--- src/sfam_regs.vh ---
`ifndef SFAM_REGS_VH
`define SFAM_REGS_VH
// Command codes
`define SFAM_CMD_READ 8'h03
`define SFAM_CMD_READ4 8'h13
`define SFAM_CMD_PROG 8'h02
`define SFAM_CMD_PROG4 8'h12
`define SFAM_CMD_ERASE 8'hd8
`define SFAM_CMD_ERASE4 8'hdc
`define SFAM_CMD_BANKWR 8'h17
`define SFAM_CMD_BANKRD 8'h16
`define SFAM_CMD_READID 8'h9f
`define SFAM_CMD_IDWR 8'h9e
// Bank register fields
`define SFAM_BANK_RESET 8'h00
`define SFAM_BANK_EXTADD_BIT 7
`define SFAM_BANK_HI_MSB 6
`define SFAM_BANK_HI_LSB 0
// Array geometry: 128 Mbytes, 256 sectors of 512 kbytes
`define SFAM_ARRAY_AW 27
`define SFAM_SECTOR_LSB 19
`define SFAM_SECTOR_W 8
`define SFAM_LEGACY_AW 24
// Space selector codes
`define SFAM_SPACE_ARRAY 2'h0
`define SFAM_SPACE_ID 2'h1
`define SFAM_SPACE_NONE 2'h2
`endif
--- src/sfam_addr_dec.v ---
`timescale 1ns/1ps
`default_nettype none
`include "sfam_regs.vh"
module sfam_addr_dec (
  input wire [31:0] fullAddr, // Effective 32-bit address
  input wire idSpace, // Target is ID/CFI space
  output wire [1:0] space, // Selected space
  output wire [26:0] arrayAddr, // Main array offset
  output wire [7:0] sector // Sector index
);
  // Upper bits above density are dropped, so the array aliases
  assign arrayAddr = fullAddr[`SFAM_ARRAY_AW-1:0];
  assign sector = fullAddr[`SFAM_ARRAY_AW-1:`SFAM_SECTOR_LSB];
  assign space = idSpace ? `SFAM_SPACE_ID : `SFAM_SPACE_ARRAY;
endmodule // sfam_addr_dec
`default_nettype wire

--- src/sfam_addr_map.v ---
`timescale 1ns/1ps
`default_nettype none
`include "sfam_regs.vh"
// Behaviour
// Three address bytes without bank bits reach only the lowest 16 Mbytes.
// Four-byte addresses decode a full 32-bit space up to 4 Gbytes.
// Legacy commands keep taking three address bytes.
// In 24-bit mode upper bits come from the bank register.
// Extended-address bit set makes legacy commands take four bytes.
// Four-byte command variants always take 32-bit addresses.
// Reset clears bank register and selects 24-bit mode.
// Non-array spaces still decode a full 32-bit address.
// Array is 256 sectors of 512 kbytes, the erase unit.
// Command 9Fh reads the separate identification space.
// Identification space is read-only; writes are rejected.
// Host sends register commands to both dies in parallel; the host model here drives a single sfam_addr_map.
// 24-bit effective address is bank bits above the three bytes.
// Bits above array density are ignored for array accesses.
module sfam_addr_map (
  input wire clock, // System clock
  input wire rstn, // Async reset, active low
  input wire softReset, // Software reset pulse
  input wire cmdValid, // Command byte strobe
  input wire [7:0] cmdCode, // Command byte
  input wire byteValid, // Address or data byte strobe
  input wire [7:0] byteIn, // Address or data byte
  input wire frameEnd, // Chip select released
  output reg addrValid_q, // Pulse: address complete
  output reg [1:0] space_q, // Target space
  output reg [31:0] fullAddr_q, // Decoded 32-bit address
  output reg [26:0] arrayAddr_q, // Main array offset
  output reg [7:0] sector_q, // Sector index
  output reg isErase_q, // Access is a sector erase
  output reg isWrite_q, // Access is a program
  output reg reject_q, // Pulse: write to read-only space
  output reg extMode_q, // Extended address mode
  output reg [7:0] bankOut_q // Bank register readback
);
  localparam [3:0] ST_IDLE = 4'h1;
  localparam [3:0] ST_ADDR = 4'h2;
  localparam [3:0] ST_BANK = 4'h4;
  localparam [3:0] ST_DONE = 4'h8;

  reg [3:0] state_q;
  reg [3:0] state_d;
  reg [2:0] need_q;
  reg [2:0] cnt_q;
  reg lastSeen_q;
  wire [31:0] shiftBytes;
  wire [31:0] laneIn;
  wire takeCmd;
  wire takeByte;
  wire lastByte;
  genvar lane;
  reg four_q;
  reg idSp_q;
  reg wr_q;
  reg er_q;
  reg bankLoad;
  wire [7:0] bank;
  wire [31:0] effAddr;
  wire [1:0] decSpace;
  wire [26:0] decArray;
  wire [7:0] decSector;

  // Address-carrying command classification, shared by decode paths
  function isAddrCmd;
    input [7:0] c;
    begin
      isAddrCmd = (c == `SFAM_CMD_READ) || (c == `SFAM_CMD_READ4) ||
        (c == `SFAM_CMD_PROG) || (c == `SFAM_CMD_PROG4) ||
        (c == `SFAM_CMD_ERASE) || (c == `SFAM_CMD_ERASE4) ||
        (c == `SFAM_CMD_READID) || (c == `SFAM_CMD_IDWR);
    end
  endfunction

  function isFourCmd;
    input [7:0] c;
    begin
      isFourCmd = (c == `SFAM_CMD_READ4) || (c == `SFAM_CMD_PROG4) ||
        (c == `SFAM_CMD_ERASE4);
    end
  endfunction

  // ID space commands use four address bytes regardless of the bank
  function isIdCmd;
    input [7:0] c;
    begin
      isIdCmd = (c == `SFAM_CMD_READID) || (c == `SFAM_CMD_IDWR);
    end
  endfunction

  function isWriteCmd;
    input [7:0] c;
    begin
      isWriteCmd = (c == `SFAM_CMD_PROG) || (c == `SFAM_CMD_PROG4) ||
        (c == `SFAM_CMD_IDWR);
    end
  endfunction

  function isEraseCmd;
    input [7:0] c;
    begin
      isEraseCmd = (c == `SFAM_CMD_ERASE) || (c == `SFAM_CMD_ERASE4);
    end
  endfunction

  // Address width is fixed once, when the command byte is taken
  function takesFour;
    input [7:0] c;
    input ext;
    begin
      takesFour = isFourCmd(c) || ext || isIdCmd(c);
    end
  endfunction

  sfam_bank_reg uBank (
    .clock(clock),
    .rstn(rstn),
    .softReset(softReset),
    .load(bankLoad),
    .loadData(byteIn),
    .bank_q(bank)
  );

  // Legacy path: bank high bits above three received bytes
  assign effAddr = four_q ? shiftBytes :
    {1'b0, bank[`SFAM_BANK_HI_MSB:`SFAM_BANK_HI_LSB], shiftBytes[23:0]};

  sfam_addr_dec uDec (
    .fullAddr(effAddr),
    .idSpace(idSp_q),
    .space(decSpace),
    .arrayAddr(decArray),
    .sector(decSector)
  );

  always @*
  begin
    state_d = state_q;
    bankLoad = 1'b0;
    case (state_q)
      ST_IDLE:
        if (cmdValid && isAddrCmd(cmdCode))
          state_d = ST_ADDR;
        else if (cmdValid && cmdCode == `SFAM_CMD_BANKWR)
          state_d = ST_BANK;
      ST_ADDR:
        if (frameEnd)
          state_d = ST_IDLE;
        else if (byteValid && cnt_q == need_q - 3'h1)
          state_d = ST_DONE;
      ST_BANK:
        if (frameEnd)
          state_d = ST_IDLE;
        else if (byteValid)
        begin
          bankLoad = 1'b1;
          state_d = ST_DONE;
        end
      ST_DONE:
        if (frameEnd)
          state_d = ST_IDLE;
      default:
        state_d = ST_IDLE;
    endcase
  end

  assign takeCmd = (state_q == ST_IDLE) && cmdValid && isAddrCmd(cmdCode);
  assign takeByte = (state_q == ST_ADDR) && byteValid && !frameEnd;
  assign lastByte = (state_q == ST_ADDR) && (state_d == ST_DONE);
  assign laneIn = {shiftBytes[23:0], byteIn};

  // Lane 0 takes the new byte, every higher lane its lower neighbour
  generate
    for (lane = 0; lane < 4; lane = lane + 1)
    begin : gLane
      reg [7:0] laneByte_q;
      always @(posedge clock or negedge rstn)
      begin
        if (!rstn)
          laneByte_q <= 8'h00;
        else if (takeCmd)
          laneByte_q <= 8'h00;
        else if (takeByte)
          laneByte_q <= laneIn[8*lane+7:8*lane];
      end
      assign shiftBytes[8*lane+7:8*lane] = laneByte_q;
    end
  endgenerate

  always @(posedge clock or negedge rstn)
  begin
    if (!rstn)
      state_q <= ST_IDLE;
    else if (softReset)
      state_q <= ST_IDLE;
    else
      state_q <= state_d;
  end

  // Command attributes held for the whole frame
  always @(posedge clock or negedge rstn)
  begin
    if (!rstn)
    begin
      need_q <= 3'h3;
      four_q <= 1'b0;
      idSp_q <= 1'b0;
      wr_q <= 1'b0;
      er_q <= 1'b0;
    end
    else if (takeCmd)
    begin
      four_q <= takesFour(cmdCode, bank[`SFAM_BANK_EXTADD_BIT]);
      need_q <= takesFour(cmdCode, bank[`SFAM_BANK_EXTADD_BIT]) ? 3'h4 : 3'h3;
      idSp_q <= isIdCmd(cmdCode);
      wr_q <= isWriteCmd(cmdCode);
      er_q <= isEraseCmd(cmdCode);
    end
  end

  // One-shot flag, so the answer can never repeat while the frame stays open
  always @(posedge clock or negedge rstn)
  begin
    if (!rstn)
    begin
      cnt_q <= 3'h0;
      lastSeen_q <= 1'b0;
    end
    else if (softReset)
    begin
      cnt_q <= 3'h0;
      lastSeen_q <= 1'b0;
    end
    else
    begin
      lastSeen_q <= lastByte;
      if (takeCmd)
        cnt_q <= 3'h0;
      else if (takeByte)
        cnt_q <= cnt_q + 3'h1;
    end
  end

  // Bank mirror; extended mode shows one edge after a load
  always @(posedge clock or negedge rstn)
  begin
    if (!rstn)
    begin
      extMode_q <= 1'b0;
      bankOut_q <= `SFAM_BANK_RESET;
    end
    else if (softReset)
    begin
      extMode_q <= 1'b0;
      bankOut_q <= `SFAM_BANK_RESET;
    end
    else
    begin
      extMode_q <= bank[`SFAM_BANK_EXTADD_BIT];
      bankOut_q <= bank;
    end
  end

  // Answer one edge after the last byte so effAddr sees the full shift
  always @(posedge clock or negedge rstn)
  begin
    if (!rstn)
    begin
      addrValid_q <= 1'b0;
      space_q <= `SFAM_SPACE_NONE;
      fullAddr_q <= 32'h0;
      arrayAddr_q <= 27'h0;
      sector_q <= 8'h0;
      isErase_q <= 1'b0;
      isWrite_q <= 1'b0;
      reject_q <= 1'b0;
    end
    else if (softReset)
    begin
      addrValid_q <= 1'b0;
      reject_q <= 1'b0;
      space_q <= `SFAM_SPACE_NONE;
    end
    else
    begin
      addrValid_q <= 1'b0;
      reject_q <= 1'b0;
      if (lastSeen_q)
      begin
        if (idSp_q && wr_q)
          reject_q <= 1'b1;
        else
        begin
          addrValid_q <= 1'b1;
          space_q <= decSpace;
          fullAddr_q <= effAddr;
          arrayAddr_q <= decArray;
          sector_q <= decSector;
          isErase_q <= er_q;
          isWrite_q <= wr_q;
        end
      end
    end
  end
endmodule // sfam_addr_map
`default_nettype wire

--- src/sfam_bank_reg.v ---
`timescale 1ns/1ps
`default_nettype none
`include "sfam_regs.vh"
module sfam_bank_reg (
  input wire clock, // System clock
  input wire rstn, // Async reset, active low
  input wire softReset, // Software reset pulse
  input wire load, // Load strobe
  input wire [7:0] loadData, // New bank value
  output reg [7:0] bank_q // Bank register
);
  always @(posedge clock or negedge rstn)
  begin
    if (!rstn)
      bank_q <= `SFAM_BANK_RESET;
    else if (softReset)
      bank_q <= `SFAM_BANK_RESET;
    else if (load)
      bank_q <= loadData;
  end
endmodule // sfam_bank_reg
`default_nettype wire

--- config.mk ---
export PLATFORM = sky130hd
export DESIGN_NAME = sfam_addr_map
export DESIGN_NICKNAME = d
export VERILOG_FILES = /design/src/sfam_addr_dec.v /design/src/sfam_addr_map.v /design/src/sfam_bank_reg.v
export VERILOG_INCLUDE_DIRS = /design/src
export SDC_FILE = /design/constraint.sdc
export NUM_CORES = 1
export LEC_CHECK = 0
export BUFFER_PORTS_ARGS = -buffer_cell sky130_fd_sc_hd__buf_2
export CORE_UTILIZATION = 48
export DETAILED_ROUTE_END_ITERATION = 10
export GPL_TIMING_DRIVEN = 0
export PLACE_DENSITY_LB_ADDON = 0.25
export SLEW_MARGIN = 40
export SYNTH_ARGS = -nofsm -noshare
export SYNTH_HDL_FRONTEND = slang
export SYNTH_SLANG_ARGS = --single-unit
--- constraint.sdc ---
create_clock -name clock -period 1.7 [get_ports clock]
set_input_delay 0.085 -clock clock [delete_from_list [all_inputs] [get_ports clock]]
set_output_delay 0.085 -clock clock [all_outputs]
set_load 0.005 [all_outputs]
==> summary.md <==
| Metric | Value |
|---|---|
| DRC Markers | 0 |
| Diode count | 0 |
| Slew @ Worst Pin | roughly 540 ps |
| Reg clk slew, reported paths | 100 ps |
| First-pass GRT wire length | between 15 and 20 mm |
| Crit-path max FO | 9 |
| Reg2reg setup slack | ~34 ps |
| Vias in the first global route | 3251 |
| Worst hold-check path type | in2reg |
| CTS tree | yes |
| Cell-internal power | between 3 and 4 mW |
| Ys Warns | 0 |
| Fillers | ~730 |
| Final min period | around 1700 ps |
| Final net count | between 500 and 600 |
| Final Hold Viols | 0 |
| Die width | 98.6 microns |
| Distinct cells, synth | 48 |
| Top cell type by total area after synthesis | dfrtp_1 |
| Pre-antenna DRT Iters | 4 |
| Maximum vdd ir drop | around 0.0006 V |
| # IOs | 104 |
| Status | completed |
| Most common cell in the netlist | dfrtp_1 |
| CP Capture Type | flop |
| Ys async rst share | 1.00 |
| Slew Limit Headroom | 0.640 |
| Lkg Pwr | around 3 nW |
| Synth area leaders | dfrtp_1, nand2_1, buf_4, mux2_2, a21oi_1 |
| Number of flops mapped to enable cells by yosys | 0 |
| Setup crit start kind | flop |
| Most common flop cell mapped by yosys | dfrtp_1 |
| Worst Setup Path Type | reg2reg |
| Pre-CTS setup slack | -242 ps |
| Sw Ratio | 0.261 |
| HPWL Detailed | 7.14 mm |
| Starting DRT DRC Count | 160 |
| Synthesized area | roughly 0.0045 sq mm |
| Seq/Total Area, Yosys | 0.554 |
| Routed Antenna Nets | 0 |
| Final TNS setup | 0 ps |
| Total number of vias | ~3400 |
| Area fraction of the dominant cell type after synthesis | 0.537 |
| Largest net degree at the start of global routing | 61 |
| Die ar. | ~0.01 sq mm |
| Die Ht | between 90 and 100 microns |
| Drt total wl | 10.1 mm |
| Ratio of cells with drive above 1 in the final layout | 0.398 |
| Setup ws final | 33.7 ps |
| Synthesized flop and latch total | a little under 100 |
| Tot GR Track Use | 0.212 |
| Via density | 5.14 |
| Clock latency on the worst-skew pair | ~370 ps |
| Initial Util | 0.504 |
| WL per Instance | ~15 microns |
| Critical path arrival | a little under 2000 ps |
| Net load switching power | ~1.1 mW |
| Number of CTS-inserted buffers | 9 |
| Slew Limit Fails | 0 |
| Antenna violations before repair | 0 |
| Core area | around 0.009 sq mm |
| H-tree levels | 3 |
| RSZ-0062 raised after global routing | yes |
| Layout Utilization | 0.630 |
| Reg2reg start | state_q[3]$_DFF_PN0_ |
| Clock Power Share | 0.356 |
| Gate Count Post-Synth | 422 |
| Number of setup violations in the final report | 0 |
| Max-Cap Viols | 0 |
| Mapped Nets | between 400 and 500 |
| P&R area growth vs syn | 25.1% |
| CP required | slightly below 2000 ps |
| Max Clock Freq | about 600 MHz |
| Syn Area/Cell | approximately 11 sq um |
| Hold path startpoint | cmdCode[0] |
| Clock net sink count | 99 |
| Placed cells | 634 |
| Max Buffers Root-to-Sink | 2 |
| Worst Clk Skew | roughly 6.8 ps |
| Final std cells w/o fill | roughly 670 |
| Routability cong. | 0.810 |
| Fin crit share | 0.980 |
| P per Cell Area | between 700 and 800 mW/mm^2 |
| Crit path from | state_q[3]$_DFF_PN0_ |
| Fraction of power consumed by sequential logic | 0.578 |
| PortBufs | approximately 100 |
| Comb power frac | 0.067 |
| Remaining global-route overflow | 0 |
| # rows | 34 |
| Clock root buffer | clkbuf_8 |
| Synth top cells by count | dfrtp_1, nand2_1, buf_4 |
-- worst max-delay path, cell delays in order, from the launching register on --
cell	delay, ps
dfrtp_1	390
buf_6	140
nor4b_4	370
nand2_2	130
a21oi_4	160
buf_6	170
clkbuf_16	150
a21oi_1	40
-- path summary, 6_finish.rpt --
kind,end,depth (start not counted)
min in group asynchronous,bankOut_q[7]$_DFF_PN0_,2
worst min-delay path,wr_q$_DFFE_PN0P_,3
worst max-delay path,gLane[0].laneByte_q[3]$_DFFE_PN0P_,7
worst max register to register,gLane[0].laneByte_q[3]$_DFFE_PN0P_,7
worst min register to register,space_q[1]$_DFFE_PN1P_,2
max in group asynchronous,need_q[1]$_DFFE_PN1P_,3
-- stage by stage --
| step | total power, mW | instance area, sq um | hold slack, ps |
|---|---|---|---|
| 3_5_place_dp | 2.71 | 5160 | -5.24 |
| 6_report | 4.18 | 5600 | 36.0 |
| 2_1_floorplan | 2.59 | 4480 | -211 |
| 4_1_cts | 4.19 | 5480 | 37.6 |
| 3_3_place_gp | 2.70 | 5130 | 346 |
| 5_1_grt | 4.32 | 5600 | 65.4 |
-- power by group through the flow --
| stage | combinational (mW) | sequential, mW | clock (mW) |
|---|---|---|---|
| 6_report | 0.279 | 2.41 | 1.48 |
| 4_1_cts | 0.273 | 2.41 | 1.51 |
| 2_1_floorplan | 0.132 | 2.45 | 0 |
| 5_1_grt | 0.311 | 2.42 | 1.59 |
| 3_5_place_dp | 0.255 | 2.46 | 0 |
| 3_3_place_gp | 0.239 | 2.46 | 0 |
-- what timing repair did --
| item | 4_1_cts | 5_1_grt |
|---|---|---|
| setup buffers | 3 | 3 |
| hold buffers | 9 | 0 |
| setup endpoints to repair | 46 | 62 |
| resized for setup | 5 | 22 |
| gates cloned | 0 | 2 |
| pin swaps | 0 | 2 |
| hold endpoints to repair | 109 | 0 |
-- cell type report --
| type | instances | area, sq um | share of cell area |
|---|---|---|---|
| Sequential cell | 99 | 2480 | 0.443 |
| Multi-Input combinational cell | 259 | 1620 | 0.290 |
| Timing Repair Buffer | 121 | 718 | 0.128 |
| Buffer | 57 | 428 | 0.0764 |
| Tap cell | 108 | 135 | 0.0241 |
| Clock buffer | 9 | 124 | 0.0221 |
| Clock inverter | 7 | 67.6 | 0.0121 |
| Inverter | 6 | 22.5 | 0.00402 |
-- state kept, by name, summed over array words and instances (netlist names), 2 cells and up --
register / count
bankOut_q: 8
gLane.laneByte_q: 32
space_q: 2
fullAddr_q: 32
cnt_q: 3
state_q: 4
need_q: 2
uBank.bank_q: 8
-- layer usage --
metal / vias to the layer above / GRT usage / wire length (microns)
met5: - / 0 / 0
met4: 0 / 0.0712 / 123
met3: 11 / 0.0305 / 569
met2: 101 / 0.339 / 4740
met1: 1647 / 0.298 / 4640
li1: 1661 / - / -
-- layout by cell type (no fill, tap or decap), drive strengths merged, types with 2 or more instances in the layout --
master,n
nand3,3
nor4b,4
and3b,2
nor2b,11
and3,2
o22ai,2
nor3,4
inv,11
dfrtp,96
mux2i,16
nand2,88
a22oi,2
nand4,3
o211ai,2
dfstp,3
o21a,2
a21oi,38
nor4,2
nand4b,2
nor2,15
a211oi,2
o21ai,14
buf,158
mux2,24
clkbuf,20
dlygate4sd3,9
nor3b,5
xor2,2
-- cells by family after synthesis --
logic type | after synthesis | synth area share
AND/OR/NAND/NOR | 145 | 0.157
flip-flops | 99 | 0.554
AO/OA/AOI/OAI | 70 | 0.0903
buffers and inverters | 64 | 0.0939
multiplexers | 40 | 0.0961
XOR/XNOR | 3 | 0.00587
adder cells (fa/ha/maj) | 1 | 0.00279
No activity file was read; power rests on OpenSTA's default activity.
